### src/mdm_params.svh
// Constants for the multiply/divide/accumulate coprocessor.
// Assumes inclusion by bare name from the package and the design modules.
`ifndef MDM_PARAMS_SVH
`define MDM_PARAMS_SVH

// Operation codes, low nibble of the mode value
`define MDM_OP_CLR    4'h0
`define MDM_OP_AUG    4'h1
`define MDM_OP_LD0    4'h2
`define MDM_OP_READ   4'h3
`define MDM_OP_MULU   4'h4
`define MDM_OP_MULS   4'h5
`define MDM_OP_MACU   4'h6
`define MDM_OP_MACS   4'h7
`define MDM_OP_DIVU   4'h8
`define MDM_OP_DIVS   4'h9
`define MDM_OP_LD1    4'ha

// Output selects, mode bits 6:4
`define MDM_OUT_R0_LO 3'h0
`define MDM_OUT_R0_HI 3'h1
`define MDM_OUT_R1_LO 3'h2
`define MDM_OUT_R1_HI 3'h3

// Mode field layout and reset values
`define MDM_MODE_W    7
`define MDM_OPC_MSB   3
`define MDM_OSEL_LSB  4
`define MDM_MODE_RST  7'h00
`define MDM_WORD_RST  32'h0000_0000

// Divider timing: two quotient bits per cycle
`define MDM_DIV_STEPS 5'h10
`define MDM_DIV_LAT   17

`endif

### src/mdm_pkg.sv
// Types shared by the coprocessor modules.
// Assumes mdm_params.svh is reachable on the include path.
`include "mdm_params.svh"

package mdm_pkg;
  // Sequencer states, one-hot
  typedef enum logic [1:0] {
    MDM_IDLE = 2'b01,
    MDM_DIV  = 2'b10
  } mdm_state_e;

  // One result register
  typedef logic [31:0] mdm_word_t;
endpackage : mdm_pkg

### src/mdm_div.sv
// Iterative 32/32 divider, signed or unsigned, quotient and remainder.
// Assumes start only while idle; operands are steady at the start cycle.
`timescale 1ns/100ps
`include "mdm_params.svh"

module mdm_div import mdm_pkg::*; (
  input  wire logic      clk_in,
  input  wire logic      resetn_in,
  input  wire logic      clk_en_in,
  input  wire logic      start_in,
  input  wire logic      signed_in,
  input  wire mdm_word_t dividend_in,
  input  wire mdm_word_t divisor_in,
  output logic           busy_out,
  output logic           done_out,
  output mdm_word_t      quot_out,
  output mdm_word_t      rem_out
);
  logic [4:0] cnt_q, cnt_d;      // Remaining double steps
  mdm_word_t  quo_q, quo_d;      // Quotient, dividend shifts out of it
  mdm_word_t  rem_q, rem_d;      // Partial remainder
  mdm_word_t  dvs_q, dvs_d;      // Divisor magnitude
  logic       qneg_q, qneg_d;    // Quotient sign to restore
  logic       rneg_q, rneg_d;    // Remainder follows dividend sign
  logic       busy_q, busy_d;
  logic       done_q, done_d;

  // Next-state: load magnitudes, then two restoring steps per cycle
  always_comb begin
    logic [32:0] t;
    t      = 33'h0_0000_0000;
    cnt_d  = cnt_q;
    quo_d  = quo_q;
    rem_d  = rem_q;
    dvs_d  = dvs_q;
    qneg_d = qneg_q;
    rneg_d = rneg_q;
    busy_d = busy_q;
    done_d = 1'b0;
    if (start_in && !busy_q) begin
      // Magnitudes first; zero divisor is not special-cased
      quo_d  = (signed_in && dividend_in[31]) ? -dividend_in : dividend_in;
      dvs_d  = (signed_in && divisor_in[31]) ? -divisor_in : divisor_in;
      rem_d  = `MDM_WORD_RST;
      qneg_d = signed_in && (dividend_in[31] ^ divisor_in[31]);
      rneg_d = signed_in && dividend_in[31];
      cnt_d  = `MDM_DIV_STEPS;
      busy_d = 1'b1;
    end else if (busy_q) begin
      // Two bits per cycle keeps latency at the low end of the window
      for (int i = 0; i < 2; i++) begin
        t     = {rem_d, quo_d[31]};
        quo_d = {quo_d[30:0], 1'b0};
        if (t >= {1'b0, dvs_q}) begin
          t        = t - {1'b0, dvs_q};
          quo_d[0] = 1'b1;
        end
        rem_d = t[31:0];
      end
      cnt_d = cnt_q - 5'h01;
      if (cnt_q == 5'h01) begin
        // Last step: restore signs and hand over
        quo_d  = qneg_q ? -quo_d : quo_d;
        rem_d  = rneg_q ? -rem_d : rem_d;
        busy_d = 1'b0;
        done_d = 1'b1;
      end
    end
  end

  // Registers only; frozen while the clock enable is low
  always_ff @(posedge clk_in or negedge resetn_in) begin
    if (!resetn_in) begin
      cnt_q  <= 5'h00;
      quo_q  <= `MDM_WORD_RST;
      rem_q  <= `MDM_WORD_RST;
      dvs_q  <= `MDM_WORD_RST;
      qneg_q <= 1'b0;
      rneg_q <= 1'b0;
      busy_q <= 1'b0;
      done_q <= 1'b0;
    end else if (clk_en_in) begin
      cnt_q  <= cnt_d;
      quo_q  <= quo_d;
      rem_q  <= rem_d;
      dvs_q  <= dvs_d;
      qneg_q <= qneg_d;
      rneg_q <= rneg_d;
      busy_q <= busy_d;
      done_q <= done_d;
    end
  end

  assign busy_out = busy_q;
  assign done_out = done_q;
  assign quot_out = quo_q;
  assign rem_out  = rem_q;
endmodule : mdm_div

### src/mdm_coproc.sv
// Multiply, multiply-accumulate and divide coprocessor beside a 16-bit core.
// Assumes the core drives strobes and operands from the same clock domain,
// and waits on busy_out before the next operand or data strobe.
`timescale 1ns/100ps
`include "mdm_params.svh"

// Functional notes
// - Codes 4/5: 16x16 product into result zero
// - Codes 6/7: product plus accumulator, flag overflow
// - Codes 8/9: 32/32 divide in 17-20 cycles
// - No overflow or zero-divisor handling in division
// - Seven-bit mode write; low nibble is operation
// - Mode bits 6:4 pick output half, 4-7 reserved
// - Code 0 clears both result registers
// - Code 1 loads augend into low half
// - Code 2 loads result zero, 0xa result one
// - Code 3 only presents the selected half
// - Multiply returns selected half, clears condition flags
// - Dividend loaded whole in one strobe via code 2, first operand high
// - Remainder kept in result one after divide
module mdm_coproc import mdm_pkg::*; (
  input  wire logic        clk_in,        // 125 MHz core clock
  input  wire logic        resetn_in,     // Async reset, active low
  input  wire logic        clk_en_in,     // Freezes all state when low
  input  wire logic        mode_wr_in,    // Mode-write instruction strobe
  input  wire logic [6:0]  mode_in,       // Mode value for the write
  input  wire logic        send_in,       // Operand-send instruction strobe
  input  wire logic        load_in,       // Data-load instruction strobe
  input  wire logic [15:0] opa_in,        // First operand, high half of 32-bit data
  input  wire logic [15:0] opb_in,        // Second operand, low half of 32-bit data
  output logic             busy_out,      // Division in progress
  output logic             done_out,      // Division results just stored
  output logic [15:0]      result_out,    // Selected result half
  output logic [3:0]       flags_out      // Condition flags C,V,Z,N
);
  logic [6:0]   mode_q, mode_d;           // Operation select register
  mdm_word_t    rslt0_q, rslt0_d;         // Result register zero
  mdm_word_t    rslt1_q, rslt1_d;         // Result register one
  logic [3:0]   flg_q, flg_d;             // Condition flags
  logic [15:0]  out_q, out_d;             // Registered coprocessor output
  logic         done_q, done_d;           // Store-complete pulse
  mdm_state_e   st_q, st_d;               // Sequencer
  logic [3:0]   opc;                      // Current operation code
  logic         cmd;                      // Accepted operand or data strobe
  logic         div_start;                // Kick to the divider
  logic         div_done;                 // Divider result ready
  mdm_word_t    div_quo;                  // Divider quotient
  mdm_word_t    div_rem;                  // Divider remainder
  logic [33:0]  prod_w;                   // Sign-extended product
  mdm_word_t    prod;                     // Product, low 32 bits
  logic [32:0]  sum_w;                    // Accumulation with carry out
  logic         mac_ovf;                  // Accumulation overflow

  assign opc = mode_q[`MDM_OPC_MSB:0];
  // Strobes during a division are ignored; the core is expected to wait
  assign cmd = (send_in || load_in) && (st_q == MDM_IDLE);
  assign div_start = cmd && ((opc == `MDM_OP_DIVU) || (opc == `MDM_OP_DIVS));

  // Single-cycle multiplier; bit 0 of the code selects signed
  assign prod_w = $signed({opc[0] & opa_in[15], opa_in})
                * $signed({opc[0] & opb_in[15], opb_in});
  assign prod   = prod_w[31:0];
  // Accumulate in the same cycle
  assign sum_w  = {1'b0, rslt0_q} + {1'b0, prod};
  // Unsigned overflow is carry out, signed is a sign mismatch
  assign mac_ovf = opc[0] ? ((rslt0_q[31] == prod[31]) && (sum_w[31] != rslt0_q[31]))
                          : sum_w[32];

  // Divider, dividend from result zero, divisor from both operands
  mdm_div mdm_div_i (
    .clk_in      (clk_in),
    .resetn_in   (resetn_in),
    .clk_en_in   (clk_en_in),
    .start_in    (div_start),
    .signed_in   (opc[0]),
    .dividend_in (rslt0_q),
    .divisor_in  ({opa_in, opb_in}),
    .busy_out    (),
    .done_out    (div_done),
    .quot_out    (div_quo),
    .rem_out     (div_rem)
  );

  // Next values of mode, results, flags and sequencer
  always_comb begin
    mode_d = mode_q;
    rslt0_d = rslt0_q;
    rslt1_d = rslt1_q;
    flg_d  = flg_q;
    st_d   = st_q;
    done_d = 1'b0;
    // Whole seven bits taken on a mode write
    if (mode_wr_in) begin
      mode_d = mode_in;
    end
    case (st_q)
      MDM_IDLE: begin
        if (cmd) begin
          case (opc)
            `MDM_OP_CLR: begin
              rslt0_d = `MDM_WORD_RST;
              rslt1_d = `MDM_WORD_RST;
            end
            // Upper half kept, only the augend lands
            `MDM_OP_AUG:  rslt0_d[15:0] = opb_in;
            // First operand high, second low
            `MDM_OP_LD0:  rslt0_d = {opa_in, opb_in};
            `MDM_OP_LD1:  rslt1_d = {opa_in, opb_in};
            // Nothing computed, only the output path is used
            `MDM_OP_READ: rslt0_d = rslt0_q;
            `MDM_OP_MULU, `MDM_OP_MULS: begin
              rslt0_d = prod;
              flg_d  = 4'h0;
            end
            `MDM_OP_MACU, `MDM_OP_MACS: begin
              rslt0_d = sum_w[31:0];
              // Carry, overflow, zero, negative
              flg_d  = {sum_w[32], mac_ovf, (sum_w[31:0] == 32'h0000_0000), sum_w[31]};
            end
            `MDM_OP_DIVU, `MDM_OP_DIVS: begin
              flg_d = 4'h0;
              st_d  = MDM_DIV;
            end
            // Reserved codes leave everything alone
            default: rslt0_d = rslt0_q;
          endcase
        end
      end
      MDM_DIV: begin
        // Quotient to result zero, remainder to result one
        if (div_done) begin
          rslt0_d = div_quo;
          rslt1_d = div_rem;
          done_d = 1'b1;
          st_d   = MDM_IDLE;
        end
      end
      default: st_d = MDM_IDLE;
    endcase
  end

  // Output half from the values being stored, so a read sees fresh data
  always_comb begin
    case (mode_d[6:`MDM_OSEL_LSB])
      `MDM_OUT_R0_LO: out_d = rslt0_d[15:0];
      `MDM_OUT_R0_HI: out_d = rslt0_d[31:16];
      `MDM_OUT_R1_LO: out_d = rslt1_d[15:0];
      `MDM_OUT_R1_HI: out_d = rslt1_d[31:16];
      // Reserved selects read a fixed zero
      default:        out_d = 16'h0000;
    endcase
  end

  // State registers, held while the clock enable is low
  always_ff @(posedge clk_in or negedge resetn_in) begin
    if (!resetn_in) begin
      mode_q <= `MDM_MODE_RST;
      rslt0_q <= `MDM_WORD_RST;
      rslt1_q <= `MDM_WORD_RST;
      flg_q  <= 4'h0;
      out_q  <= 16'h0000;
      done_q <= 1'b0;
      st_q   <= MDM_IDLE;
    end else if (clk_en_in) begin
      mode_q <= mode_d;
      rslt0_q <= rslt0_d;
      rslt1_q <= rslt1_d;
      flg_q  <= flg_d;
      out_q  <= out_d;
      done_q <= done_d;
      st_q   <= st_d;
    end
  end

  assign busy_out   = (st_q == MDM_DIV);
  assign done_out   = done_q;
  assign result_out = out_q;
  assign flags_out  = flg_q;
endmodule : mdm_coproc

### config.mk
export PLATFORM = sky130hd
export DESIGN_NAME = mdm_coproc
export DESIGN_NICKNAME = d
export VERILOG_FILES = /design/src/mdm_pkg.sv /design/src/mdm_div.sv /design/src/mdm_coproc.sv
export VERILOG_INCLUDE_DIRS = /design/src
export SDC_FILE = /design/constraint.sdc
export NUM_CORES = 2
export LEC_CHECK = 0
export BUFFER_PORTS_ARGS = -buffer_cell sky130_fd_sc_hd__clkbuf_2
export CAP_MARGIN = 20
export CORE_ASPECT_RATIO = 1.5
export CORE_UTILIZATION = 55
export DETAILED_ROUTE_END_ITERATION = 10
export PLACE_DENSITY = 0.71
export SLEW_MARGIN = 25
export SYNTH_ARGS = -nofsm -noshare
export SYNTH_HDL_FRONTEND = slang
export SYNTH_SLANG_ARGS = --single-unit
### constraint.sdc
create_clock -name clk_in -period 19 [get_ports clk_in]
set_input_delay 3.8 -clock clk_in [delete_from_list [all_inputs] [get_ports clk_in]]
set_output_delay 3.8 -clock clk_in [all_outputs]
set_load 0.1 [all_outputs]
# Word-level counts from Yosys, hierarchy flattened
# Cells that the tools add are included.
dict set report word_totals {
  ram_bits 0
  mem_bits_ro 0
  latchBits 0
  register_bits 199
  n_memories 0
  output_inout_bits 22
}
dict set report classes {
  order_cmp 2
  shift 0
  reduce_logical 25
  div 0
  n_addsub 8
  mux 49
  n_bitwise 3
  eq_ne 20
  mul 1
}
# op n
set ops {}
lappend ops {{two-way mux 32 bit} 20}
lappend ops {{case mux 16 bit (4 select lines)} 3}
lappend ops {{case mux 32 bit (2 select lines)} 3}
lappend ops {{negation 32 bit} 4}
lappend ops {{>= comparator 33 x 32 -> 1 bit} 2}
lappend ops {{subtractor 32 bit} 2}
lappend ops {{adder 32 x 32 -> 33 bit} 1}
lappend ops {{logical NOT 32 bit} 1}
lappend ops {{multiplier 17 x 17 -> 32 bit} 1}
lappend ops {{equality test 4 x 3 -> 1 bit (second input constant)} 4}
lappend ops {{two-way mux 1 bit} 15}
lappend ops {{equality test 4 bit (second input constant)} 3}
lappend ops {{two-way mux 5 bit} 2}
lappend ops {{case mux 4 bit (2 select lines)} 1}
lappend ops {{AND reduction 4 bit} 2}
lappend ops {{OR reduction 2 bit} 4}
lappend ops {{logical AND 1 bit} 7}
lappend ops {{two-way mux 7 bit} 1}
lappend ops {{equality test 3 x 2 -> 1 bit (second input constant)} 2}
lappend ops {{two-way mux 2 bit} 3}
lappend ops {{AND reduction 2 bit} 3}
lappend ops {{equality test 5 x 1 -> 1 bit (second input constant)} 1}
lappend ops {{subtractor 5 x 1 -> 5 bit (second input constant)} 1}
lappend ops {{equality test 4 x 1 -> 1 bit (second input constant)} 1}
lappend ops {{other kinds (17)} 21}

# Logic depth before layout (Yosys ltp)
dict set report depth {
  ltp_word 14
  depth_mapped 39
  ltp_nobuf 35
}

# Cells and area by module
# From an unflattened synthesis, not the netlist that was laid out.
dict set report hier_totals {
  cells_unflattened 4105
  area_unflattened_um2 32064.5
}
# mod cells_each n_inst area_each_um2 seq_area_each_um2
set modules_own_cells {}
lappend modules_own_cells {mdm_coproc 2384 1 19635.1 2353.5}
lappend modules_own_cells {mdm_div 1721 1 12429.4 2627.5}

# Least setup slack after synthesis
# Ideal clock, no wire load.
dict set report synth_timing {
  path_kind {input-to-reg}
  start {in opa_in[15]}
  end {reg out_q[14], in the netlist result_out[14]}
  arrival_time_ns 11.871
  slack_ns 7.039
  path_buffers 3
  t_required_ns 18.909
  path_stages 34
  path_cell_list {clkbuf_1 -> and2_1 -> clkbuf_1 -> clkbuf_1 -> nand2_1 -> inv_1 -> fa_1 -> inv_1 -> fa_1 -> fa_1 -> inv_1 -> fa_1 -> fa_1 -> inv_1 -> fa_1 -> inv_1 -> ha_1 -> or4_1 -> a211o_1 -> nand2_1 -> xnor2_1 -> ha_1 -> a21o_1 -> a21o_1 -> a21o_1 -> or3_1 -> o21ba_2 -> a221o_1 -> a41oi_1 -> o21ai_0 -> xnor2_1 -> o2111ai_1 -> o221ai_1 -> o221ai_1}
}
dict set report synth_between {
  elab_chain_len 7
}
# element line
set synth_rtl {}
lappend synth_rtl {{start, declared} mdm_coproc.sv:29} ;# input wire logic [15:0] opa_in,
lappend synth_rtl {{AND 1 bit} mdm_coproc.sv:60} ;# assign prod_w = $signed({opc[0] & opa_in[15], opa_in})
lappend synth_rtl {{multiplier 17 x 17 -> 32 bit *} mdm_coproc.sv:61} ;# * $signed({opc[0] & opb_in[15], opb_in});
lappend synth_rtl {{adder 32 x 32 -> 33 bit} mdm_coproc.sv:64} ;# assign sum_w = {1'b0, rslt0_q} + {1'b0, prod};
lappend synth_rtl {{case mux 16 bit (4 select lines) *} mdm_coproc.sv:99} ;# case (opc)
lappend synth_rtl {{two-way mux 32 bit *} mdm_coproc.sv:98} ;# if (cmd) begin
lappend synth_rtl {{case mux 32 bit (2 select lines) *} mdm_coproc.sv:96} ;# case (st_q)
lappend synth_rtl {{case mux 16 bit (4 select lines) *} mdm_coproc.sv:144} ;# case (mode_d[6:`MDM_OSEL_LSB])
lappend synth_rtl {{end signal, assigned} mdm_coproc.sv:169} ;# out_q <= out_d;
lappend synth_rtl {{end, declared} mdm_coproc.sv:40} ;# logic [15:0] out_q, out_d;
# Every way passes the cells marked *; elsewhere a longest branch is shown, timed or not.
# A chain may end at the register's enable or synchronous reset.

# Worst setup path in the final report
dict set report layout_timing {
  start {in opb_in[15]}
  end {reg out_q[15], in the netlist result_out[15]}
}
dict set report layout_between {
  elab_chain_len 7
  word_cells_on_any_way 11
  classes_between {add/sub (1); mul (1); mux (8); bitwise (1)}
}
# element line
set layout_rtl {}
lappend layout_rtl {{start, declared} mdm_coproc.sv:30} ;# input wire logic [15:0] opb_in,
lappend layout_rtl {{AND 1 bit} mdm_coproc.sv:61}
lappend layout_rtl {{multiplier 17 x 17 -> 32 bit} mdm_coproc.sv:61}
lappend layout_rtl {{adder 32 x 32 -> 33 bit} mdm_coproc.sv:64}
lappend layout_rtl {{case mux 16 bit (4 select lines)} mdm_coproc.sv:99}
lappend layout_rtl {{two-way mux 32 bit} mdm_coproc.sv:98}
lappend layout_rtl {{case mux 32 bit (2 select lines)} mdm_coproc.sv:96}
lappend layout_rtl {{case mux 16 bit (4 select lines) *} mdm_coproc.sv:144}
# Marked as above.

==> results.ini <==
[clocking]
clk_pin_slew_worst_paths_ns = 0.10
clk_latency_ns = 0.50
tritoncts = yes
cts_max_path_buffers = 2
ctsHoldBuffers = 0
post_cts_buffers = 0
cts_resized = 0
cts_sinks = 199
h-tree-depth = 4
cts_inserted_buffers = 17
root_buffer = clkbuf_16

[die]
fp.dieW_um = 192
io_pins = 67
core-area_mm2 = 0.0536
fp.dieH_um = 287
start_util_pct = 55.6
rows = 104
fp.dieArea_mm2 = 0.0551

[drt]
wl_per_cell_um = 24.3
route.detailed.drc = 0
drtIter0Drc = 2656
viasPerCell = 6.48
wl_mm = 106
drt.antenna.violating_nets = 0
vias = 28300
drt_pass1_iterations = 9

[synth]
synth_area_leaders = fa_1 (19%), dfrtp_1 (17%), ha_1 (7.9%), nand2_1 (5.5%), inv_1 (5.3%)
ys_seq_area_share_pct = 16.7
synthArstFlopShare_pct = 100
synth_edf_count = 0
syn-num-nets = 4267
synth_warnings = 0
syn_inst = 3750
netlist_area_mm2 = 0.0298
syn_avg_cell_area_um2 = 7.94
ys.flop_type = dfrtp_1
synth_cell_types = 94
synth-seq-cells = 199
yosys.area.top_type_share_pct = 19.2
synth_top_area_cell = fa_1

[sta]
tns_ns = 0
clock_skew_ns = 0.0244
worst_pin_slew_ns = 1.05
finalSetupViolations = 0
holdWs_ns = 0.483
max_slew_margin_pct = 30.1
hold_violations = 0
final_max_slew_viol_count = 0
fmax_mhz = 80.2
grt_setup_unrepaired = no
finalCritPeriodShare_pct = 65.6
period_minus_slack_ns = 12.47

[critical_path]
cp_top_family = adder cells
worstPathMaxFanout = 23
worstPathArrival_ns = 12.86
critical_path_class = input port to register
path_common_cell = fa_1
cp.buffers_inverters = 4
endpoint_kind = register
required_ns = 19.39
start_kind = input port
critPathSlowestCell = o41ai_1
slowest_delay_ns = 0.58

[grt]
grt_max_degree = 92
antenna_found_initial = 4
grt_pass1_vias = 28200
busiest_layer = met2
grt_use_met3_pct = 6.34
grt_usage_pct = 39.5
grtUsageMet2_pct = 66.3
grt-ovfl-total = 0
grt_first_pass_wirelength_mm = 162
grt_use_met1_pct = 43.3

[status]
outcome = completed

[placed_design]
placed_area_mm2 = 0.0306
hpwlAfterDp_mm = 80.9
port_buffers = 66
gp_congestion = 1.04

[final_layout]
final_area_mm2 = 0.0312
drive_gt1_share_pct = 6.11
fin_util_pct = 58.3
syn_to_final_growth_pct = 4.86
final_nets = 4185

[job]
cap_violations = 0

[worst_hold_path]
min_path_type = register to register

Yosys cell counts, types with 18 or more instances:
master,number
o211ai_1,19
clkbuf_1,193
a221oi_1,29
o31ai_1,23
nor4_1,26
nand2b_1,26
mux2_2,25
a21o_1,41
xnor2_1,140
and2_1,153
a21oi_1,274
nor2_1,304
xor2_1,91
o21a_1,22
nand3_1,42
and3_1,18
nand2_1,440
ha_1,187
nand4_1,20
inv_1,420
or3_1,31
dfrtp_1,198
a22oi_1,45
o22ai_1,19
fa_1,285
nor3_1,68
nor2b_1,25
o21ai_0,254
a31oi_1,23
mux2i_1,28
path summary, 6_finish.rpt:
check	start	to	slack (ns)	cells after the start
max	opb_in[15]	result_out[15]	6.53	33
min	mdm_div_i.dvs_q[30]	mdm_div_i.dvs_q[30]	0.48	2
max reg2reg	mdm_div_i.rem_out[9]	mdm_div_i.rem_out[30]	9.02	29
min reg2reg	mdm_div_i.dvs_q[30]	mdm_div_i.dvs_q[30]	0.48	2
max in group asynchronous	resetn_in	mdm_div_i.quot_out[8]	14.34	2
min in group asynchronous	resetn_in	mdm_div_i.rem_out[25]	3.34	1
registers in the layout, indices dropped and copies added, names as in the netlist:
| signal | cells |
|---|---|
| mdm_div_i.dvs_q | 32 |
| mdm_div_i.quot_out | 32 |
| mdm_div_i.rem_out | 32 |
| rslt0_q | 32 |
| rslt1_q | 32 |
| result_out | 16 |
| mode_q | 7 |
| mdm_div_i.cnt_q | 5 |
| flags_out | 4 |
| st_q | 2 |
| done_out | 1 |
| mdm_div_i.busy_out | 1 |
| mdm_div_i.done_out | 1 |
| mdm_div_i.qneg_q | 1 |
| mdm_div_i.rneg_q | 1 |
through the flow:
stage / std cells / setup WS [ns]
floorplan: 3750 / 7.04
global placement: 4338 / 6.35
detailed placement: 4338 / 6.17
CTS: 4370 / 6.69
global route: 4370 / 5.89
finish: 4373 / 6.53
tightest hold or removal path: stages, from the launching register on:
cell     delay (ns)
dfrtp_1        0.35
nand2_1        0.04
o21ai_0        0.06
logic make-up after synthesis:
group / after synthesis / share of synthesized area, %
buffers and inverters: 635 / 8.06
adder cells (fa/ha/maj): 472 / 27.0
multiplexers: 55 / 1.99
XOR/XNOR: 231 / 6.79
AND/OR/NAND/NOR: 1223 / 19.5
flip-flops: 199 / 16.7
AO/OA/AOI/OAI: 935 / 19.9
routing by layer:
layer  share of wire [%]  vias to the layer above  routed length, um
met5               0.034                        -                 36
met4                  10                        4              10900
met3                 7.9                      561               8440
met2                  48                     1530              50800
met1                  34                    13700              36000
li1                    -                    12500                  -
layout by cell type, fill, tap and decap left out, types with 45 or more instances in the layout:
master / instances
clkbuf_2: 64
dfrtp_1: 198
nor2_1: 302
nor3_1: 66
and2_1: 153
o21ai_0: 254
a22oi_1: 45
xnor2_1: 140
xor2_1: 91
ha_1: 186
fa_1: 285
nand2_1: 439
a21oi_1: 274
buf_4: 46
inv_1: 420
layout make-up:
cell class	count	area, um^2
well taps	689	862
flip-flops and latches	199	4980
clock inverters	15	213
repair buffers	111	679
fillers	5072	22400
multi-input cells	2916	22500
inverters	423	1590
diodes	3	7.51
clock buffers	17	425
Power is not shown: default switching activity piles up to over one toggle a cycle in this logic, so the estimate is an artifact.
